`config.mk`:
```
export PLATFORM = sky130hd
export DESIGN_NAME = aosd_axis_origin
export DESIGN_NICKNAME = d
export VERILOG_FILES = /design/src/verilog/aosd_pkg.sv /design/src/verilog/aosd_axis_origin.sv
export SDC_FILE = /design/constraint.sdc
export NUM_CORES = 2
export LEC_CHECK = 0
export BUFFER_PORTS_ARGS = -buffer_cell sky130_fd_sc_hd__buf_2
export CAP_MARGIN = 10
export CORE_ASPECT_RATIO = 0.9
export CORE_MARGIN = 5
export CORE_UTILIZATION = 35
export CTS_BUF_LIST = sky130_fd_sc_hd__clkbuf_16
export DETAILED_ROUTE_END_ITERATION = 10
export GPL_TIMING_DRIVEN = 0
export MAX_ROUTING_LAYER = met4
export PLACE_DENSITY_LB_ADDON = 0.08
export SYNTH_ARGS = -nofsm -noshare
export SYNTH_HDL_FRONTEND = slang
export SYNTH_SLANG_ARGS = --single-unit
```
`constraint.sdc`:
```
create_clock -name pclk -period 11.6 [get_ports pclk]
set_input_delay 2.32 -clock pclk [delete_from_list [all_inputs] [get_ports pclk]]
set_output_delay 2.32 -clock pclk [all_outputs]
set_load 0.005 [all_outputs]
```
`src/verilog/aosd_pkg.sv`:
```
// Constants, carriers and state type of the axis origin search block.
// Assumes one 40 MHz APB clock and a servo tick from the same domain.
package aosd_pkg;
    localparam int NAX = 4;                    // Axes served
    localparam int AXW = 2;                    // Axis index width
    localparam int NIN = 32;                   // Digital input count
    // Register byte offsets
    localparam logic [7:0] A_CTRL  = 8'h00;
    localparam logic [7:0] A_OLDRV = 8'h04;
    localparam logic [7:0] A_CREEP = 8'h08;
    localparam logic [7:0] A_SPEED = 8'h0C;
    localparam logic [7:0] A_OSEL  = 8'h10;
    localparam logic [7:0] A_OLIM  = 8'h14;
    localparam logic [7:0] A_CMD   = 8'h18;
    localparam logic [7:0] A_STAT  = 8'h1C;
    localparam logic [7:0] A_APPL  = 8'h20;
    localparam logic [7:0] A_DPOS  = 8'h24;
    localparam logic [7:0] A_MPOS  = 8'h28;
    // Field positions
    localparam int CTRL_AX = 1;                // Default axis field
    localparam int CMD_OVR = 4;                // Axis override flag
    localparam int CMD_AX  = 5;                // Override axis field
    // Values after reset
    localparam logic [10:0] OLIM_RST  = 11'h7FF;
    localparam logic [5:0]  OSEL_NONE = 6'h3F; // Minus one: no switch
    localparam logic [15:0] CREEP_RST = 16'h0001;
    localparam logic [15:0] SPEED_RST = 16'h0010;
    // Valid switch input numbers
    localparam logic [5:0] IN_LO_MAX = 6'h0F;
    localparam logic [5:0] IN_HI_MIN = 6'h14;
    localparam logic [5:0] IN_HI_MAX = 6'h1F;
    // Sequence selectors
    localparam logic [2:0] SEQ_SW  = 3'h3;     // First switch sequence
    localparam logic [2:0] SEQ_BAD = 3'h7;     // Not defined
    typedef enum logic [1:0] {
        ST_IDLE, ST_FAST, ST_CREEP, ST_REZERO
    } aosd_st_t;
    // APB request from the master
    typedef struct packed {
        logic [7:0]  paddr;
        logic        pwrite;
        logic [31:0] pwdata;
        logic        psel;
        logic        penable;
    } aosd_apb_t;
    // Active-low safety pins
    typedef struct packed {
        logic feedhold_n;
        logic jog_fwd_n;
        logic jog_rev_n;
        logic lim_fwd_n;
        logic lim_rev_n;
    } aosd_pins_t;
    // Whole state of the block
    typedef struct packed {
        logic                      clen;
        logic [AXW-1:0]            dax;
        logic [11:0]               oldrv;
        logic [15:0]               creep;
        logic [15:0]               spd;
        logic [5:0]                osel;
        logic [10:0]               olim;
        logic [11:0]               drv;
        aosd_st_t                  st;
        logic [2:0]                seq;
        logic [AXW-1:0]            ax;
        logic                      dir;
        logic                      mv;
        logic                      busy;
        logic                      rej;
        logic [NAX-1:0][31:0]      dem;
        logic [NAX-1:0][31:0]      offs;
        logic [NAX-1:0]            ferr;
        logic [NAX-1:0]            zs1;
        logic [NAX-1:0]            zs2;
        logic [NIN-1:0]            ds1;
        logic [NIN-1:0]            ds2;
        aosd_pins_t                ps1;
        aosd_pins_t                ps2;
        logic [31:0]               prdata;
        logic                      pready;
        logic                      pslverr;
    } aosd_state_t;
endpackage
```
`src/verilog/aosd_axis_origin.sv`:
```
// Origin search sequencer and drive source selector for four axes.
// Assumes an APB master on pclk, a servo tick strobe and servo result
// on pclk, and asynchronous pins for markers, switches and limits.
// Notes on behaviour
// - Servo off: drive the open-loop value
// - Servo on: drive the servo result
// - Applied drive value is readable back
// - Readback is signed, -2048 to 2047
// - Search command uses creep and demand speed
// - Switch sequences use selected input number
// - Default axis unless command overrides it
// - Sequence 0: demand=measured, clear errors
// - Sequence 1: creep forward to marker
// - Sequence 2: creep reverse to marker
// - Sequence 3: fast fwd, creep back off
// - Sequence 4: fast rev, creep back off
// - Sequence 5: fast fwd, creep rev to marker
// - Sequence 6: fast rev, creep fwd to marker
// - Re-zero demand, keep following error
// - Origin switch input is active low
// - Hold, jog and limit pins active low
// - Switch select 0-15, 20-31, or -1
// - Output limit bounds the open-loop value
//
// The implementer's own choices: the address map and the APB interface to the registers.
`timescale 1ns/1ps
module aosd_axis_origin (
    // Clock and reset
    input  wire logic                  pclk,
    input  wire logic                  presetn,
    // APB slave
    input  wire aosd_pkg::aosd_apb_t   apb,
    output logic [31:0]                prdata,
    output logic                       pready,
    output logic                       pslverr,
    // Servo loop, same clock
    input  wire logic                  servo_tick,
    input  wire logic [11:0]           servo_calc,
    input  wire logic [aosd_pkg::NAX-1:0][31:0] meas_raw,
    input  wire logic [aosd_pkg::NAX-1:0] ferr_evt,
    // Asynchronous pins
    input  wire logic [aosd_pkg::NAX-1:0] z_marker_pin,
    input  wire logic [aosd_pkg::NIN-1:0] din_pin,
    input  wire aosd_pkg::aosd_pins_t  safety_pins,
    // Drive and motion
    output logic [11:0]                drive_out,
    output logic                       mv_active,
    output logic                       mv_dir,
    output logic [aosd_pkg::AXW-1:0]   mv_axis,
    output logic [aosd_pkg::NAX-1:0][31:0] dem_pos,
    output logic                       busy
);
    aosd_pkg::aosd_state_t s;          // Registered state
    aosd_pkg::aosd_state_t n;          // Next state
    logic [31:0]           rd;         // Read mux
    logic [11:0]           olc;        // Clamped open-loop value
    logic                  sw_set;     // Origin switch seen set
    logic                  z_hit;      // Marker on active axis
    logic                  hit;        // Awaited event this tick
    logic                  setup;      // APB setup cycle
    logic                  wr_go;      // APB write takes effect
    logic [15:0]           sp;         // Current segment speed
    logic [31:0]           fe_ax;      // Following error, axis
    // Accepts input numbers 0-15 and 20-31 only
    function automatic logic sw_ok(input logic [5:0] v);
        sw_ok = (v <= aosd_pkg::IN_LO_MAX) ||
                (v >= aosd_pkg::IN_HI_MIN && v <= aosd_pkg::IN_HI_MAX);
    endfunction
    // Measured position as seen after re-zero shifts
    function automatic logic [31:0] meas_of(input logic [31:0] raw,
                                            input logic [31:0] off);
        meas_of = raw + off;
    endfunction
    // Decoded register space
    function automatic logic mapped(input logic [7:0] a);
        mapped = (a[1:0] == 2'h0) && (a <= aosd_pkg::A_MPOS);
    endfunction
    assign setup = apb.psel & ~apb.penable;
    assign wr_go = apb.psel & apb.penable & s.pready & apb.pwrite;
    assign fe_ax = s.dem[s.ax] - meas_of(meas_raw[s.ax], s.offs[s.ax]);
    always_comb begin
        if ($signed(s.oldrv) > $signed({1'b0, s.olim}))
            olc = {1'b0, s.olim};
        else if ($signed(s.oldrv) < -$signed({1'b0, s.olim}) - 12'sh001)
            olc = 12'h000 - {1'b0, s.olim} - 12'h001;
        else
            olc = s.oldrv;
    end
    always_comb begin
        sw_set = sw_ok(s.osel) && !s.ds2[s.osel[4:0]];
        z_hit  = s.zs2[s.ax];
        // Switch clear ends 3, 4 creep
        if (s.st == aosd_pkg::ST_FAST)
            hit = sw_set;
        else if (s.seq == 3'h3 || s.seq == 3'h4)
            hit = !sw_set;
        else
            hit = z_hit;
        sp = (s.st == aosd_pkg::ST_FAST) ? s.spd : s.creep;
    end
    // Register read mux, upper bits zero or sign-extended
    always_comb begin
        rd = 32'h0000_0000;
        if (apb.paddr == aosd_pkg::A_CTRL) begin
            rd = {29'h0, s.dax, s.clen};
        end else if (apb.paddr == aosd_pkg::A_OLDRV) begin
            rd = {{20{s.oldrv[11]}}, s.oldrv};
        end else if (apb.paddr == aosd_pkg::A_CREEP) begin
            rd = {16'h0000, s.creep};
        end else if (apb.paddr == aosd_pkg::A_SPEED) begin
            rd = {16'h0000, s.spd};
        end else if (apb.paddr == aosd_pkg::A_OSEL) begin
            rd = {{26{s.osel[5]}}, s.osel};
        end else if (apb.paddr == aosd_pkg::A_OLIM) begin
            rd = {21'h0, s.olim};
        end else if (apb.paddr == aosd_pkg::A_CMD) begin
            rd = {27'h0, s.ax, s.seq};
        end else if (apb.paddr == aosd_pkg::A_STAT) begin
            rd = {19'h0, ~s.ps2, s.ferr, s.rej, s.st, s.busy};
        end else if (apb.paddr == aosd_pkg::A_APPL) begin
            rd = {{20{s.drv[11]}}, s.drv};
        end else if (apb.paddr == aosd_pkg::A_DPOS) begin
            rd = s.dem[s.dax];
        end else if (apb.paddr == aosd_pkg::A_MPOS) begin
            rd = meas_of(meas_raw[s.dax], s.offs[s.dax]);
        end
    end
    // Next-state logic of the whole block
    always_comb begin
        n = s;
        // Two flops on every pin, first flop feeds only the second
        n.zs1 = z_marker_pin;
        n.zs2 = s.zs1;
        n.ds1 = din_pin;
        n.ds2 = s.ds1;
        n.ps1 = safety_pins;
        n.ps2 = s.ps1;
        n.drv = s.clen ? servo_calc : olc;
        // Zero-wait answer: ready in first access cycle
        n.pready = setup;
        if (setup) begin
            n.prdata  = rd;
            n.pslverr = !mapped(apb.paddr);
        end
        // Sequencer, events taken on servo ticks only
        case (s.st)
            aosd_pkg::ST_FAST, aosd_pkg::ST_CREEP: begin
                if (servo_tick && hit) begin
                    if (s.st == aosd_pkg::ST_FAST) begin
                        n.st  = aosd_pkg::ST_CREEP;
                        n.dir = ~s.dir;
                    end else begin
                        n.st = aosd_pkg::ST_REZERO;
                        n.mv = 1'b0;
                    end
                end else if (servo_tick && s.ps2.feedhold_n) begin
                    // Demand advances unless feedhold pulls low
                    n.dem[s.ax] = s.dir ? s.dem[s.ax] + {16'h0000, sp}
                                        : s.dem[s.ax] - {16'h0000, sp};
                end
            end
            aosd_pkg::ST_REZERO: begin
                n.offs[s.ax] = s.offs[s.ax] - s.dem[s.ax];
                n.dem[s.ax]  = 32'h0000_0000;
                n.st         = aosd_pkg::ST_IDLE;
                n.busy       = 1'b0;
            end
            default: begin
            end
        endcase
        // Register writes
        if (wr_go) begin
            if (apb.paddr == aosd_pkg::A_CTRL) begin
                n.clen = apb.pwdata[0];
                n.dax  = apb.pwdata[aosd_pkg::CTRL_AX +: aosd_pkg::AXW];
            end else if (apb.paddr == aosd_pkg::A_OLDRV) begin
                n.oldrv = apb.pwdata[11:0];
            end else if (apb.paddr == aosd_pkg::A_CREEP) begin
                n.creep = apb.pwdata[15:0];
            end else if (apb.paddr == aosd_pkg::A_SPEED) begin
                n.spd = apb.pwdata[15:0];
            end else if (apb.paddr == aosd_pkg::A_OSEL) begin
                if (sw_ok(apb.pwdata[5:0]) ||
                    apb.pwdata[5:0] == aosd_pkg::OSEL_NONE)
                    n.osel = apb.pwdata[5:0];
            end else if (apb.paddr == aosd_pkg::A_OLIM) begin
                n.olim = apb.pwdata[10:0];
            end else if (apb.paddr == aosd_pkg::A_CMD) begin
                if (s.busy) begin
                    n.rej = 1'b1;
                end else if (apb.pwdata[2:0] == 3'h0) begin
                    for (int i = 0; i < aosd_pkg::NAX; i++)
                        n.dem[i] = meas_of(meas_raw[i], s.offs[i]);
                    n.ferr = '0;
                    n.rej  = 1'b0;
                end else if (apb.pwdata[2:0] == aosd_pkg::SEQ_BAD ||
                             (apb.pwdata[2:0] >= aosd_pkg::SEQ_SW &&
                              !sw_ok(s.osel))) begin
                    // Selector 7 undefined, or no switch chosen so search cannot finish
                    n.rej = 1'b1;
                end else begin
                    n.ax = apb.pwdata[aosd_pkg::CMD_OVR]
                         ? apb.pwdata[aosd_pkg::CMD_AX +: aosd_pkg::AXW]
                         : s.dax;
                    n.seq  = apb.pwdata[2:0];
                    n.dir  = apb.pwdata[0];
                    // Switch sequences start fast
                    // Marker-only ones creep first
                    n.st   = (apb.pwdata[2:0] < aosd_pkg::SEQ_SW)
                           ? aosd_pkg::ST_CREEP : aosd_pkg::ST_FAST;
                    n.mv   = 1'b1;
                    n.busy = 1'b1;
                    n.rej  = 1'b0;
                end
            end
        end
        // Error events set after clears, so a set wins
        n.ferr = n.ferr | ferr_evt;
    end
    // State register
    always_ff @(posedge pclk or negedge presetn) begin
        if (!presetn) begin
            s       <= '0;
            s.st    <= aosd_pkg::ST_IDLE;
            s.olim  <= aosd_pkg::OLIM_RST;
            s.osel  <= aosd_pkg::OSEL_NONE;
            s.creep <= aosd_pkg::CREEP_RST;
            s.spd   <= aosd_pkg::SPEED_RST;
            s.ps1   <= '1;
            s.ps2   <= '1;
            s.ds1   <= '1;
            s.ds2   <= '1;
        end else begin
            s <= n;
        end
    end
    // Outputs straight from state flops
    assign prdata    = s.prdata;
    assign pready    = s.pready;
    assign pslverr   = s.pslverr;
    assign drive_out = s.drv;
    assign mv_active = s.mv;
    assign mv_dir    = s.dir;
    assign mv_axis   = s.ax;
    assign dem_pos   = s.dem;
    assign busy      = s.busy;
endmodule

```
==> impl_metrics.env <==
export IMPL_drc=0
export IMPL_tns_ns=0
export IMPL_slowest_delay_ns=0.95
export IMPL_setup_viol=0
export IMPL_synth_common_cells="dfrtp_1 (370), nand2_1 (335), a21oi_1 (330)"
export IMPL_finalCritPeriodShare_pct=66.3
export IMPL_dpl_hpwl_mm=143
export IMPL_stdcell_count=5582
export IMPL_numCtsBuffers=58
export IMPL_die_height_um=314
export IMPL_drt_iter0_markers=4059
export IMPL_grt_pass1_vias=32600
export IMPL_clock_latency_ns=0.67
export IMPL_synth_top_area_share_pct=25.8
export IMPL_cp_slowest_cell="a211oi_1"
export IMPL_synth_edf_count=0
export IMPL_start_util_pct=35.3
export IMPL_rows=111
export IMPL_post_cts_resized=0
export IMPL_ys_types=100
export IMPL_syn_area_per_cell_um2=9.69
export IMPL_fin_area_mm2=0.0417
export IMPL_wl_per_cell_um=31.8
export IMPL_start_kind="flop"
export IMPL_track_usage_pct=32.2
export IMPL_max_cap_violations=0
export IMPL_final_hold_violation_count=0
export IMPL_grtUsageMet3_pct=6.19
export IMPL_busiest_layer="met2"
export IMPL_finalCriticalPeriod_ns=7.69
export IMPL_cp_arrival_ns=8.22
export IMPL_holdBufCountCts=0
export IMPL_ios=410
export IMPL_wirelength_mm=177
export IMPL_synthTopCellsByArea="dfrtp_1 (26%), mux4_2 (10%), ha_1 (8.5%), dfstp_2 (6.8%), a21oi_1 (4.6%)"
export IMPL_relSlewSlack_pct=6.28
export IMPL_ys_warn_count=0
export IMPL_gp_congestion=0.992
export IMPL_root_buffer="clkbuf_16"
export IMPL_viasPerCell=6.04
export IMPL_drive_gt1_share_pct=25.7
export IMPL_cp_end_kind="flop"
export IMPL_vias=33700
export IMPL_synth_seq_cells=463
export IMPL_r2r_start="s[461]$_DFFE_PN0P_"
export IMPL_tightest_slew_ns=1.41
export IMPL_hold_worst_slack_ns=0.347
export IMPL_drtPass1Iterations=6
export IMPL_use_met1_pct=45.6
export IMPL_die_x_um=348
export IMPL_seq_area_frac_synth_pct=32.6
export IMPL_path_max_fanout=10
export IMPL_mappedNetlistArea_mm2=0.0359
export IMPL_ir_worst_vdd_mv=0.115
export IMPL_dpl_cell_area_mm2=0.0398
export IMPL_syn2layout_area_growth_pct=16.1
export IMPL_grt_pass1_wl_mm=247
export IMPL_clock_skew_ns=0.0285
export IMPL_yosysMostFrequentCell="dfrtp_1"
export IMPL_power_density_mw_per_mm2=92.6
export IMPL_synthFlopType="dfrtp_1"
export IMPL_synth_area_leader_cell="dfrtp_1"
export IMPL_grt_start_max_net_pins=111
export IMPL_path_clk_slew_ns=0.06
export IMPL_clockBufferDepth=3
export IMPL_leakagePower_uw=0.0190
export IMPL_pre_cts_ws_ns=3.63
export IMPL_rsz0062_at_grt="false"
export IMPL_htree_levels=2
export IMPL_r2r_setup_slack_ns=3.91
export IMPL_holdPathStages=0
export IMPL_core_area_mm2=0.102
export IMPL_grt_antenna_before_repair=12
export IMPL_dp_cells=5465
export IMPL_path_class="flop to flop"
export IMPL_cp_cell_sequence="clkbuf_1, buf_2, buf_1, buf_2, clkbuf_1, mux4_2, ha_1, a21o_1, a21oi_1, and3_1, a211oi_1, a211oi_1, o21ai_0, a21o_1, a221oi_1, xor2_1, o21ai_0"
export IMPL_port_buffers=390
export IMPL_min_path_type="flop to flop"
export IMPL_ant_nets=0
export IMPL_status="finished clean"
export IMPL_whs_endpoint="s[71]$_DFF_PN1_"
export IMPL_reg2regPathDepth=17
export IMPL_final_nets=4652
export IMPL_min_delay_start="n[71]$_DFF_PN1_"
export IMPL_grt_use_met2_pct=47.8
export IMPL_syn_nets=4189
export IMPL_maxSlewViolCount=0
export IMPL_r2r_end="prdata[30]$_DFFE_PN0P_"
export IMPL_setup_slack_ns=3.91
export IMPL_fmax_mhz=130
export IMPL_cts_setup_buffers=0
export IMPL_cts_sinks=463
export IMPL_synth_cells=3707
export IMPL_synthArstFlopShare_pct=100
export IMPL_die_area_mm2=0.109
export IMPL_cts_tree="yes"
export IMPL_cp_data_required_time_ns=12.13
export IMPL_grt_overflow_total=0
==> registers in the layout, indices dropped and copies added (netlist names), 2 cells and up <==
name and cells:
dem_pos 128, drive_out 12, mv_axis 2, n 41
prdata 32, s 243
==> layout by cell type (no fill, tap or decap), types with 127 or more instances in the layout <==
cell / Yosys / routed
buf_2: 20 / 413
dfrtp_1: 370 / 370
nand2_1: 335 / 335
a21oi_1: 330 / 330
o21ai_0: 289 / 289
ha_1: 244 / 244
buf_4: 178 / 178
nor2_1: 176 / 176
mux4_2: 160 / 160
inv_1: 128 / 139
xnor2_1: 127 / 127
==> cell type report <==
class                           instances  area (µm²)
Buffer                                361        2170
Clock buffer                           58        1450
Antenna cell                            7        17.5
Inverter                              129         484
Clock inverter                         51         443
Multi-Input combinational cell       2754       21600
Sequential cell                       463       11700
Timing Repair Buffer                  403        2190
Fill cell                           10500       60200
Tap cell                             1356        1700
==> logic make-up after synthesis <==
| logic type | Yosys count | synth area share (%) |
|---|---|---|
| compound gates | 1204 | 22.4 |
| flops | 463 | 32.6 |
| xor+xnor | 209 | 5.09 |
| fa+ha+maj | 252 | 8.91 |
| buf+inv | 490 | 7.38 |
| simple gates | 837 | 10.9 |
| mux | 252 | 12.8 |
==> power breakdown <==
part	total [µW]	internal, µW	switching (µW)
Combinational	339	116	224
Clock	1870	1060	806
Sequential	1660	1650	10.2
==> metal layers <==
metal / vias up / share of wire [%]
met5: - / 0
met4: 0 / 2.9
met3: 244 / 8.9
met2: 1576 / 44
met1: 17200 / 44
li1: 14700 / -
==> per-stage QoR <==
step           total power, µW  util (%)
2_1_floorplan             1830         -
3_3_place_gp              2010      38.8
3_5_place_dp              2020      39.1
4_1_cts                   3890      40.9
5_1_grt                   3980      40.9
6_report                  3870      40.9
==> how the worst max path moves through the flow <==
stage	startpoint	to	slack [ns]	cells past startpoint
CTS	s[461]$_DFFE_PN0P_	prdata[30]$_DFFE_PN0P_	3.58	17
global placement	presetn	s[134]$_DFFE_PN0P_	-2.06	1
floorplan	meas_raw[96]	prdata[30]$_DFFE_PN0P_	6.16	13
global route	s[461]$_DFFE_PN0P_	prdata[30]$_DFFE_PN0P_	3.93	17
detailed placement	s[461]$_DFFE_PN0P_	prdata[30]$_DFFE_PN0P_	3.63	17
finish	s[461]$_DFFE_PN0P_	prdata[30]$_DFFE_PN0P_	3.91	17
==> critical path: cells and delay by family, from the launching register on <==
| family | cells | cell delay, ns |
|---|---|---|
| buffers and inverters | 5 | 3.05 |
| and+or+nand+nor | 1 | 0.26 |
| AOI/OAI and AO/OA | 8 | 2.87 |
| DFF | 1 | 0.34 |
| adders and majority gates | 1 | 0.37 |
| xor gates and xnor gates | 1 | 0.26 |
| muxes | 1 | 0.40 |
(Power assumes the default switching activity.)
